===== config.mk =====
export PLATFORM = sky130hd
export DESIGN_NAME = fcb_branch_unit
export DESIGN_NICKNAME = d
export VERILOG_FILES = /design/src/rtl/fcb_pkg.sv /design/src/rtl/fcb_branch_unit.sv
export SDC_FILE = /design/constraint.sdc
export NUM_CORES = 1
export LEC_CHECK = 0
export ABC_AREA = 1
export BUFFER_PORTS_ARGS = -buffer_cell sky130_fd_sc_hd__buf_2
export CORE_AREA = 10 10 68 112
export CTS_CLUSTER_DIAMETER = 60
export DETAILED_ROUTE_END_ITERATION = 8
export DIE_AREA = 0 0 78 122
export PLACE_DENSITY = 0.79
export SYNTH_ARGS = -nofsm -noshare
export SYNTH_HDL_FRONTEND = slang
export SYNTH_SLANG_ARGS = --single-unit

===== constraint.sdc =====
create_clock -name clk_sys -period 3.3 [get_ports clk_sys]
set_clock_uncertainty 0.15 [all_clocks]
set_input_delay 0.33 -clock clk_sys [delete_from_list [all_inputs] [get_ports clk_sys]]
set_output_delay 0.33 -clock clk_sys [all_outputs]
set_load 0.03 [all_outputs]

===== src/rtl/fcb_pkg.sv =====
// package for the flag conditional branch unit
package fcb_pkg;
   localparam int PC_W = 21;
   localparam logic [3:0] OPC_HI = 4'hE;
   localparam logic [3:0] OPC_NN = 4'h7;
   localparam logic [3:0] OPC_NOV = 4'h5;
   localparam logic [3:0] OPC_NZ = 4'h1;
   localparam logic [PC_W-1:0] PC_RST = 21'h000000;
   localparam logic [PC_W-1:0] WORD_BYTES = 21'h000002;
   localparam logic [1:0] Q_RST = 2'h0;
   localparam logic [7:0] OFF_RST = 8'h00;

   // four phases of one instruction cycle, gray coded
   typedef enum logic [1:0]
   {
      Q1 = 2'b00,
      Q2 = 2'b01,
      Q3 = 2'b11,
      Q4 = 2'b10
   } fcb_q_t;

   typedef enum logic [1:0]
   {
      SEL_NONE = 2'b00,
      SEL_NN = 2'b01,
      SEL_NOV = 2'b11,
      SEL_NZ = 2'b10
   } fcb_sel_t;

   typedef struct packed
   {
      logic negative;
      logic overflow;
      logic zero;
   } fcb_flags_t;

   typedef struct packed
   {
      logic [7:0] opcode;
      logic [7:0] offset;
   } fcb_instr_t;
endpackage : fcb_pkg


===== src/rtl/fcb_branch_unit.sv =====
// conditional branch unit: not-negative, not-overflow, not-zero
`timescale 1ns/1ps
`default_nettype none

// Contract
// - not-negative branch taken: PC+2+2n
// - not-overflow decoded from E then 5
// - not-overflow branch taken: PC+2+2n
// - flag set: continue at PC+2
// - not-zero decoded E then 1, taken PC+2+2n
// - one word; 1 cycle, 2 if taken
// - target from incremented PC, offset doubled
module fcb_branch_unit
(
   input wire logic clk_sys,
   input wire logic resetn,
   input wire logic instr_valid,
   input wire fcb_pkg::fcb_instr_t instr,
   input wire fcb_pkg::fcb_flags_t flags_in,
   output fcb_pkg::fcb_flags_t flags_out,
   output logic [fcb_pkg::PC_W-1:0] pc,
   output logic [1:0] q_phase,
   output logic is_branch,
   output logic busy
);
   import fcb_pkg::*;

   localparam int N_FLAGS = $bits(fcb_flags_t);

   // phase group
   fcb_q_t q_r, q_nxt;

   // decode group
   fcb_sel_t sel_r, sel_nxt;
   logic [7:0] off_r, off_nxt;

   // program counter group
   logic [PC_W-1:0] pc_r, pc_nxt;
   logic nop_r, nop_nxt;

   // shared combinational terms
   logic [PC_W-1:0] pc_inc;
   logic [PC_W-1:0] target;
   logic taken;
   logic [N_FLAGS-1:0] flags_vec;
   logic [N_FLAGS-1:0] flags_pass_vec;

   // which of the three branches an opcode byte selects
   function automatic fcb_sel_t decode
   (
      input logic [7:0] op
   );
      if (op[7:4] != OPC_HI)
         decode = SEL_NONE;
      else if (op[3:0] == OPC_NN)
         decode = SEL_NN;
      else if (op[3:0] == OPC_NOV)
         decode = SEL_NOV;
      else if (op[3:0] == OPC_NZ)
         decode = SEL_NZ;
      else
         decode = SEL_NONE;
   endfunction : decode

   // a branch is taken when the flag it tests is clear
   function automatic logic flag_clear
   (
      input fcb_sel_t sel,
      input fcb_flags_t f
   );
      case (sel)
         SEL_NN: flag_clear = !f.negative;
         SEL_NOV: flag_clear = !f.overflow;
         SEL_NZ: flag_clear = !f.zero;
         default: flag_clear = 1'b0;
      endcase
   endfunction : flag_clear

   // base plus the offset sign-extended and doubled to a byte step
   function automatic logic [PC_W-1:0] branch_target
   (
      input logic [PC_W-1:0] base,
      input logic [7:0] off
   );
      logic [PC_W-1:0] disp;
      disp = {{(PC_W-9){off[7]}}, off, 1'b0};
      branch_target = base + disp;
   endfunction : branch_target

   // flags pass straight through, bit for bit
   assign flags_vec = flags_in;

   generate
      for (genvar i = 0; i < N_FLAGS; i++)
      begin : g_flag_pass
         assign flags_pass_vec[i] = flags_vec[i];
      end
   endgenerate

   assign flags_out = flags_pass_vec;

   assign pc = pc_r;
   assign q_phase = q_r;
   assign is_branch = (sel_r != SEL_NONE);
   assign busy = nop_r;

   // pc already advanced one word; target built from it
   assign pc_inc = pc_r + WORD_BYTES;
   assign target = branch_target(pc_inc, off_r);

   // flags are looked at in Q4 only, when the branch resolves
   assign taken = flag_clear(sel_r, flags_in);

   // phase sequencer: Q1 Q2 Q3 Q4, then again
   always_comb
   begin
      case (q_r)
         Q1: q_nxt = Q2;
         Q2: q_nxt = Q3;
         Q3: q_nxt = Q4;
         Q4: q_nxt = Q1;
         default: q_nxt = Q1;
      endcase
   end

   always_ff @(posedge clk_sys or negedge resetn)
   begin
      if (!resetn)
         q_r <= fcb_q_t'(Q_RST);
      else
         q_r <= q_nxt;
   end

   // decode in Q1, hold through Q4, drop at the end of the cycle
   always_comb
   begin
      sel_nxt = sel_r;
      off_nxt = off_r;
      case (q_r)
         Q1:
         begin
            // decode unless this cycle is the taken branch's no-op
            if (!nop_r && instr_valid)
            begin
               sel_nxt = decode(instr.opcode);
               off_nxt = instr.offset;
            end
            else
               sel_nxt = SEL_NONE;
         end
         Q4: sel_nxt = SEL_NONE;
         default: sel_nxt = sel_r;
      endcase
   end

   always_ff @(posedge clk_sys or negedge resetn)
   begin
      if (!resetn)
      begin
         sel_r <= SEL_NONE;
         off_r <= OFF_RST;
      end
      else
      begin
         sel_r <= sel_nxt;
         off_r <= off_nxt;
      end
   end

   // pc is written only at the Q4 edge; a taken branch adds a no-op cycle
   always_comb
   begin
      pc_nxt = pc_r;
      nop_nxt = nop_r;
      if (q_r == Q4)
      begin
         if (nop_r)
            nop_nxt = 1'b0; // second cycle does nothing
         else if (taken)
         begin
            pc_nxt = target;
            nop_nxt = 1'b1;
         end
         else
            pc_nxt = pc_inc;
      end
   end

   always_ff @(posedge clk_sys or negedge resetn)
   begin
      if (!resetn)
      begin
         pc_r <= PC_RST;
         nop_r <= 1'b0;
      end
      else
      begin
         pc_r <= pc_nxt;
         nop_r <= nop_nxt;
      end
   end
endmodule : fcb_branch_unit

`default_nettype wire


-- Word level (Yosys, flattened, before mapping)
Cells that the tools add are included.
- shifts and indexed selects: 0
- divide/modulo/power cells: 0
- add/sub/neg operators: 2
- $mul: 0
- equal/unequal tests: 10
- reduce and logical (&&, ||, !) cells: 10
- bitwise operators: 1
- order comparisons: 0
- mux-type cells: 11
- operators by type and width (operator ; number):
    21-bit by 2-bit adder with 21-bit output (second input constant) ; 1
    21-bit adder ; 1
    21-bit two-way mux ; 1
    2-bit two-way mux ; 5
    2-bit == test (second input constant) ; 4
    4-bit by 3-bit == test with 1-bit output (second input constant) ; 2
    2-bit case mux with 4 select lines ; 1
    2-bit by 1-bit == test with 1-bit output (second input constant) ; 2
    4-bit by 1-bit == test with 1-bit output (second input constant) ; 1
    1-bit logical NOT ; 4
    4-bit != test (second input constant) ; 1
    2-bit case mux with 2 select lines ; 1
    2-bit AND reduction ; 2
    2-bit nonzero test ; 2
    1-bit case mux with 3 select lines ; 1
    2-bit logical NOT ; 1
    1-bit two-way mux ; 2
    1-bit logical AND ; 1
    1-bit inverter ; 1
- word-level logic and storage cells: 39
- memories kept: 0
- memory bits (writable): 0
- latch bits: 0
- bits of input ports: 22
- ROM bits: 0
- flip-flop bits (word level): 34
- output and inout port bits: 28

-- Depth between registers and ports, before layout
Gate-level depths: netlist (run 1).
- word-level depth: 7
- mapped depth: 21

-- Worst setup path after synthesis (run 1)
OpenSTA, ideal clock, no wires.
- path type: flip-flop to flip-flop
- start: reg pc_r[1] (netlist: pc[1])
- end: reg pc_r[20] (netlist: pc[20])
- buffers on the path: 0
- arrival time: 2.712 ns
- path slack: 0.365 ns
- stages on the path, launching flop included: 22
- data required time: 3.077 ns
- period minus slack after synthesis: 2.935 ns
- cells stage by stage: dfrtp_1 ha_1 nand2_1 nor2_2 nand2_2 nor2_2 nand2_1 nor2_1 inv_1 nand2_1 inv_1 ha_1 nand2_1 nor2_1 inv_1 nor2_1 nand3b_1 nand3_1 inv_1 nand2_1 nand3_2 a21oi_2
- word-level cells in the longest chain between the ends: 3
- ends and longest elaborated chain (what ; RTL line ; RTL):
    start: declaration ; fcb_branch_unit.sv:38 ; logic [PC_W-1:0] pc_r, pc_nxt;
    start signal: assignment ; fcb_branch_unit.sv:198 ; pc_r <= pc_nxt;
    21-bit by 2-bit adder with 21-bit output (*) ; fcb_branch_unit.sv:108 ; assign pc_inc = pc_r + WORD_BYTES;
    21-bit adder ; fcb_branch_unit.sv:87 ; branch_target = base + disp;
    21-bit two-way mux (*) ; fcb_branch_unit.sv:179 ; else if (taken)
Every way passes the cells marked *; elsewhere a longest branch is shown, timed or not.
A chain may end at the register's enable or synchronous reset.

-- Final worst setup path (run 1)
- start: reg pc_r[8] (netlist: pc[8])
- end: reg pc_r[11] (netlist: pc[11])
Same word-level chain as after synthesis.

==> impl_metrics.csv, run 1 <==
group,metric,value,unit
floorplanning,die_h,122,um
critical_path,crit_path_cell_trace,"nand2_1 > inv_1 > nand2_1 > nor3_2 > xor2_1 > ha_1 > nand2_1 > nor2_1 > nand3_1 > nand4_1 > nand2_1 > inv_1 > o21ai_0 > nand2_1 > o21ai_0",
pwr,sw_frac_of_total,0.505,
floorplanning,ioPinCount,50,
finish,fillCellCount,558,
timing,clock.fmax,322,MHz
timing,drv_slew,0,
pwr,power.share.clock,0.154,
global_routing,grt_max_degree,34,
critical_path,cp-end-kind,"register",
timing,relSlewSlack,0.466,
finish,multi_input_area,2090,sq um
yosys,synth_most_common_cell,"nand2_1",
critical_path,start_kind,"register",
finish,final_util,0.630,
placement,post-place-ws,0.196,ns
yosys,syn_area_per_cell,6.66,sq um
yosys,synth_area,3240,sq um
critical_path,reg2reg_depth,15,
timing,setup_viol,0,
clock_network,root_buffer,"clkbuf_8",
critical_path,worstPathMaxFanout,5,
placement,finalWeightedCongestion,0.996,
floorplanning,die_x,78,um
finish,regArea,828,sq um
yosys,synthTopCellsByArea,"dfrtp_1 (26%), nand2_1 (14%), ha_1 (9.3%)",
placement,port_buffers,48,
drt,drc,0,
pwr,peakVddDrop,506,uV
yosys,synthTopCellsByCount,"nand2_1 (124), inv_1 (72), nor2_1 (43), nand3_1 (38), dfrtp_1 (33)",
critical_path,slowest_stage,"dfrtp_1",
pwr,p_sw,1.07,mW
min_path,hp-class,"primary input to register",
pwr,combPwrFrac,0.567,
finish,insertedDiodeCount,0,
floorplanning,num_rows,37,
finish,nNetsFinal,579,
global_routing,grt_pass1_wl,15.3,mm
critical_path,path_class,"register to register",
clock_network,cts_max_path_buffers,2,
yosys,ys.warnings.count,0,
floorplanning,dieArea,9520,sq um
global_routing,grt_overflow,0,
pwr,seqPwrFrac,0.279,
clock_network,insertion_delay,0.29,ns
timing,tightest_slew,0.801,ns
yosys,syn_nets,533,
drt,avgViaCountPerCell,5.45,
global_routing,antenna_found_initial,0,
global_routing,grt_usage,0.199,
clock_network,cts.clk_slew.worst_paths,0.07,ns
floorplanning,initial_core_util,0.559,
clock_network,cts_sinks,33,
drt,wl_per_cell,15.8,um
drt,route.antenna.remaining_nets,0,
global_routing,grt_pass1_vias,3276,
yosys,yosysUniqueCellTypes,43,
yosys,ys_ff_latch,33,
critical_path,required,3.37,ns
pwr,cellPowerDensity,582,nW/um^2
job,maxCapViolCount,0,
yosys,synth_edf_count,0,
timing,fin_ws,0.193,ns
clock_network,h-tree-depth,2,
drt,drtIter0Drc,186,
finish,area_growth,12.7,%
drt,routed_wl,9.66,mm
drt,dr.pass1.iters,7,
floorplanning,core-area,5790,sq um
min_path,worstHoldPathCells,2,
timing,rsz0062_at_grt,"false",
critical_path,crit_top_cell,"nand2_1",
yosys,ys_async_sr_fraction,1.00,
critical_path,cp.arrival,3.17,ns
critical_path,cpPeakStageDelay,0.53,ns
timing,setup_tns,0,ns
yosys,netlist.area_leader.share,0.255,
yosys,synth-main-ff-cell,"dfrtp_1",
finish,drive_gt1_frac,0.179,
yosys,synth_seq_area_share,0.255,
clock_network,cts_tree,"built",
yosys,synth_cells,486,
pwr,p_leak,1.96,nW
clock_network,numCtsBuffers,5,
timing,min_period,3.11,ns
yosys,yosysTopAreaCell,"dfrtp_1",
timing,final.period_utilization,0.941,
pwr,p_int,1.05,mW
run_status,status,"completed",
placement,dpl.hpwl,7.62,mm
drt,via_count,3322,
timing,hold_viol,0,
==> cell type report <==
type,instances,share of cell area
Multi-Input combinational cell,367,0.574
Clock inverter,1,0.00206
Tap cell,78,0.0268
Sequential cell,33,0.227
Clock buffer,6,0.0226
Inverter,75,0.0772
Timing Repair Buffer,50,0.0707
==> what timing repair did <==
item | in CTS | in global routing
buffers inserted | 0 | 0
hold buffers | 1 | 0
endpoints found under the hold margin | 33 | 0
endpoints found under the setup margin | 0 | 7
gates resized for setup | 0 | 7
==> kinds of logic after synthesis <==
group / after synthesis / synth area share
buffers and inverters: 86 / 0.107
muxes: 7 / 0.0244
AOI/OAI and AO/OA: 75 / 0.131
and+or+nand+nor: 248 / 0.352
other: 1 / 0.00116
xor gates and xnor gates: 11 / 0.0298
DFF: 33 / 0.255
adders and majority gates: 25 / 0.0990
==> registers in the layout (all words and copies together), names as in the netlist <==
signal   count
pc          20
off_r        8
q_phase      2
sel_r        2
busy         1
==> metal layers <==
metal / vias to the layer above / part of all wire / global-route usage / wire length [um]
li1: 1665 / - / - / -
met1: 1511 / 0.37 / 0.196 / 3540
met2: 110 / 0.53 / 0.360 / 5110
met3: 36 / 0.044 / 0.0376 / 427
met4: 0 / 0.060 / 0.149 / 584
met5: - / 0 / 0 / 0
==> through the flow <==
| stage | power [mW] | area, sq um | std cells | hold WS [ns] |
|---|---|---|---|---|
| after floorplan | 1.46 | 3240 | 486 | -0.116 |
| final | 2.12 | 3650 | 610 | 0.0646 |
| after global routing | 2.29 | 3650 | 610 | 0.0789 |
| after detailed placement | 1.78 | 3520 | 602 | 0.293 |
| after global placement | 1.76 | 3520 | 602 | 0.288 |
| after CTS | 2.10 | 3620 | 610 | 0.0700 |
==> path summary, 6_finish.rpt <==
kind                                       from                    to  slack, ns
min                                    instr[9]  sel_r[1]$_DFFE_PN0P_       0.06
max                           pc[8]$_DFFE_PN0P_    pc[11]$_DFFE_PN0P_       0.19
min reg2reg                q_phase[1]$_DFF_PN0_  q_phase[0]$_DFF_PN0_       0.33
max in group asynchronous                resetn     pc[1]$_DFFE_PN0P_       1.97
max reg2reg                   pc[8]$_DFFE_PN0P_    pc[11]$_DFFE_PN0P_       0.19
min in group asynchronous                resetn  sel_r[1]$_DFFE_PN0P_       0.50
==> worst max-delay path: cells and delay by family (launching register included) <==
family	cells	cell delay, ns
AOI/OAI and AO/OA	2	0.41
xor gates and xnor gates	1	0.45
buffers and inverters	2	0.11
and+or+nand+nor	9	1.04
DFF	1	0.53
adders and majority gates	1	0.34
==> power by group through the flow <==
stage	registers (mW)	logic, mW	clock network [mW]
after floorplan	0.677	0.781	0
final	0.592	1.20	0.326
after CTS	0.584	1.19	0.323
after global placement	0.588	1.17	0
after detailed placement	0.591	1.18	0
after global routing	0.600	1.34	0.344
==> layout by cell type, fill, tap and decap left out, types with 4 or more instances in the layout <==
cell type	count
dfrtp_1	31
o21bai_1	4
a21oi_1	27
or2_2	5
buf_2	48
a22oi_1	4
ha_1	22
nor2_1	42
nand2_2	4
nand3_1	37
nor3_1	7
nand3_2	4
clkbuf_8	6
mux2_2	7
o21ai_1	7
nand4_1	8
nand2_1	124
inv_1	72
xor2_1	8
o21ai_0	23
No activity file was read; power rests on OpenSTA's default activity.
==> inputs of run 2 (changes only) <==
CORE_AREA = 10 10 76 126   (was 10 10 68 112)
DIE_AREA = 0 0 86 136   (was 0 0 78 122)
PLACE_DENSITY = unset   (was 0.79)
PLACE_DENSITY_LB_ADDON = 0.3   (was unset)
==> run 2 against run 1 <==
- the run now ends with negative hold slack left
- sequential power fell by 0.7%
- cell count rose by 1.6%
- via count rose by 0.42%
- final area rose by 1.5%
- worst setup slack improved by 0.044 ns
- non-clock buffer count fell by 1
- largest power group unchanged
- highest routed layer unchanged
==> impl_metrics.csv, run 2 (same netlist as run 1, synthesis figures left out) <==
group,metric,value,unit
pwr,p_int,1.20,mW
pwr,sw_frac_of_total,0.472,
floorplanning,num_rows,42,
clock_network,hold_buffers,0,
finish,final_util,0.493,
clock_network,cts_tree,"built",
global_routing,grt_pass1_wl,15.9,mm
critical_path,start_kind,"register",
floorplanning,die_h,136,um
global_routing,grt_max_degree,34,
pwr,seqPwrFrac,0.258,
drt,avgViaCountPerCell,5.38,
critical_path,regToRegEndpoint,"pc[17]$_DFFE_PN0P_",
timing,relSlewSlack,0.471,
min_path,hp-class,"primary input to async pin",
drt,routed_wl,9.92,mm
finish,nNetsFinal,578,
critical_path,path_class,"register to register",
floorplanning,ioPinCount,50,
floorplanning,initial_core_util,0.431,
pwr,power.share.clock,0.217,
floorplanning,die_x,86,um
clock_network,cts_resized,0,
finish,insertedDiodeCount,0,
timing,hold_viol,26,
placement,dpl.hpwl,7.90,mm
finish,final_cell_mix,"nand2_1 (123), inv_1 (72), buf_2 (48)",
global_routing,grt_overflow,0,
critical_path,r2r_slack,0.24,ns
clock_network,insertion_delay,0.28,ns
finish,largest_reg_flops,20,
pwr,combPwrFrac,0.525,
timing,clock.fmax,327,MHz
run_status,violations,"negative hold slack",
finish,drive_gt1_frac,0.179,
finish,final_common_cell,"nand2_1",
clock_network,root_buffer,"clkbuf_16",
clock_network,cts_setup_buffers,0,
critical_path,cp.arrival,3.12,ns
finish,area_growth,14.4,%
critical_path,required,3.36,ns
timing,tightest_slew,0.794,ns
drt,wl_per_cell,16.0,um
critical_path,worstPathMaxFanout,6,
pwr,peakVddDrop,446,uV
timing,drv_slew,0,
drt,route.antenna.remaining_nets,0,
critical_path,reg2reg_depth,14,
pwr,cellPowerDensity,615,nW/um^2
clock_network,cts_max_path_buffers,2,
critical_path,timing.rr.start,"pc[4]$_DFFE_PN0P_",
clock_network,cts.clk_slew.worst_paths,0.06,ns
critical_path,cp-end-kind,"register",
global_routing,antenna_found_initial,0,
placement,finalWeightedCongestion,1.00,
run_status,status,"finished, violations left",
timing,min_period,3.06,ns
timing,final.period_utilization,0.928,
drt,dr.pass1.iters,4,
pwr,p_leak,2.00,nW
clock_network,cts_sinks,33,
clock_network,numCtsBuffers,5,
timing,setup_tns,0,ns
clock_network,h-tree-depth,2,
drt,via_count,3336,
global_routing,grt_usage,0.171,
job,maxCapViolCount,0,
floorplanning,core-area,7510,sq um
timing,timing.hold.ws,-0.0233,ns
drt,drtIter0Drc,175,
timing,rsz0062_at_grt,"false",
drt,drc,0,
pwr,p_sw,1.08,mW
placement,port_buffers,48,
timing,setup_viol,0,
global_routing,grt_pass1_vias,3255,
floorplanning,dieArea,11700,sq um
-- run 2: cell types whose count changed in the layout (fill, tap and decap cells not counted), sizes merged --
cell,delta
clkbuf,+1
clkinvlp,-1
dlygate4sd3,-1
clkinv,+1
-- run 2: per-stage QoR --
step	power [mW]	setup WS, ns	area (sq um)	instances	hold slack [ns]
finish	2.28	0.238	3700	620	-0.0233
global route	2.48	0.00990	3700	620	0.0270
CTS	2.28	0.190	3690	620	0.0115
detailed placement	1.77	0.211	3530	612	0.310
global placement	1.76	0.281	3530	612	0.304
floorplan	1.46	0.365	3240	486	-0.116
-- run 2: area by class of cell --
class	instances	area [sq um]
clock buffer	7	153
clock inverter	1	5.00
fill	783	3810
inverter	75	282
multi-input combinational	367	2080
sequential	33	828
tap	88	110
timing repair buffer	49	248
-- run 2: routing by layer --
layer  up-vias  routed length [um]  GRT usage
met4         0                 609      0.131
met5         -                   0          0
met2        72                5310      0.304
li1       1666                   -          -
met3        35                 350     0.0330
met1      1563                3660      0.168
-- run 2: power groups by stage --
stage               Combinational, mW  Sequential (mW)  Clock, mW
finish                           1.20            0.588      0.496
global placement                 1.17            0.589          0
CTS                              1.19            0.584      0.505
detailed placement               1.18            0.590          0
global route                     1.36            0.599      0.518
floorplan                       0.781            0.677          0
-- run 2: critical path, stage by stage (launching register included) --
cell and delay [ns]:
dfrtp_1 0.49, nand2_2 0.14, nor2_4 0.14, nand2_4 0.09, nor3_1 0.19, nand2_1 0.09, and2_1 0.17, ha_1 0.36
a21oi_1 0.40, nand2_1 0.10, a21oi_1 0.17, nand2_1 0.08, nand2_1 0.06, nand3_1 0.17, a21oi_1 0.19
-- run 2: worst max path at each step --
stage / startpoint / end / slack [ns] / cells past startpoint
floorplan: pc[1]$_DFFE_PN0P_ / pc[20]$_DFFE_PN0P_ / 0.36 / 21
global placement: pc[1]$_DFFE_PN0P_ / pc[18]$_DFFE_PN0P_ / 0.28 / 16
detailed placement: pc[1]$_DFFE_PN0P_ / pc[18]$_DFFE_PN0P_ / 0.21 / 16
CTS: pc[1]$_DFFE_PN0P_ / pc[20]$_DFFE_PN0P_ / 0.19 / 21
global route: pc[1]$_DFFE_PN0P_ / pc[18]$_DFFE_PN0P_ / 0.01 / 16
finish: pc[4]$_DFFE_PN0P_ / pc[17]$_DFFE_PN0P_ / 0.24 / 14
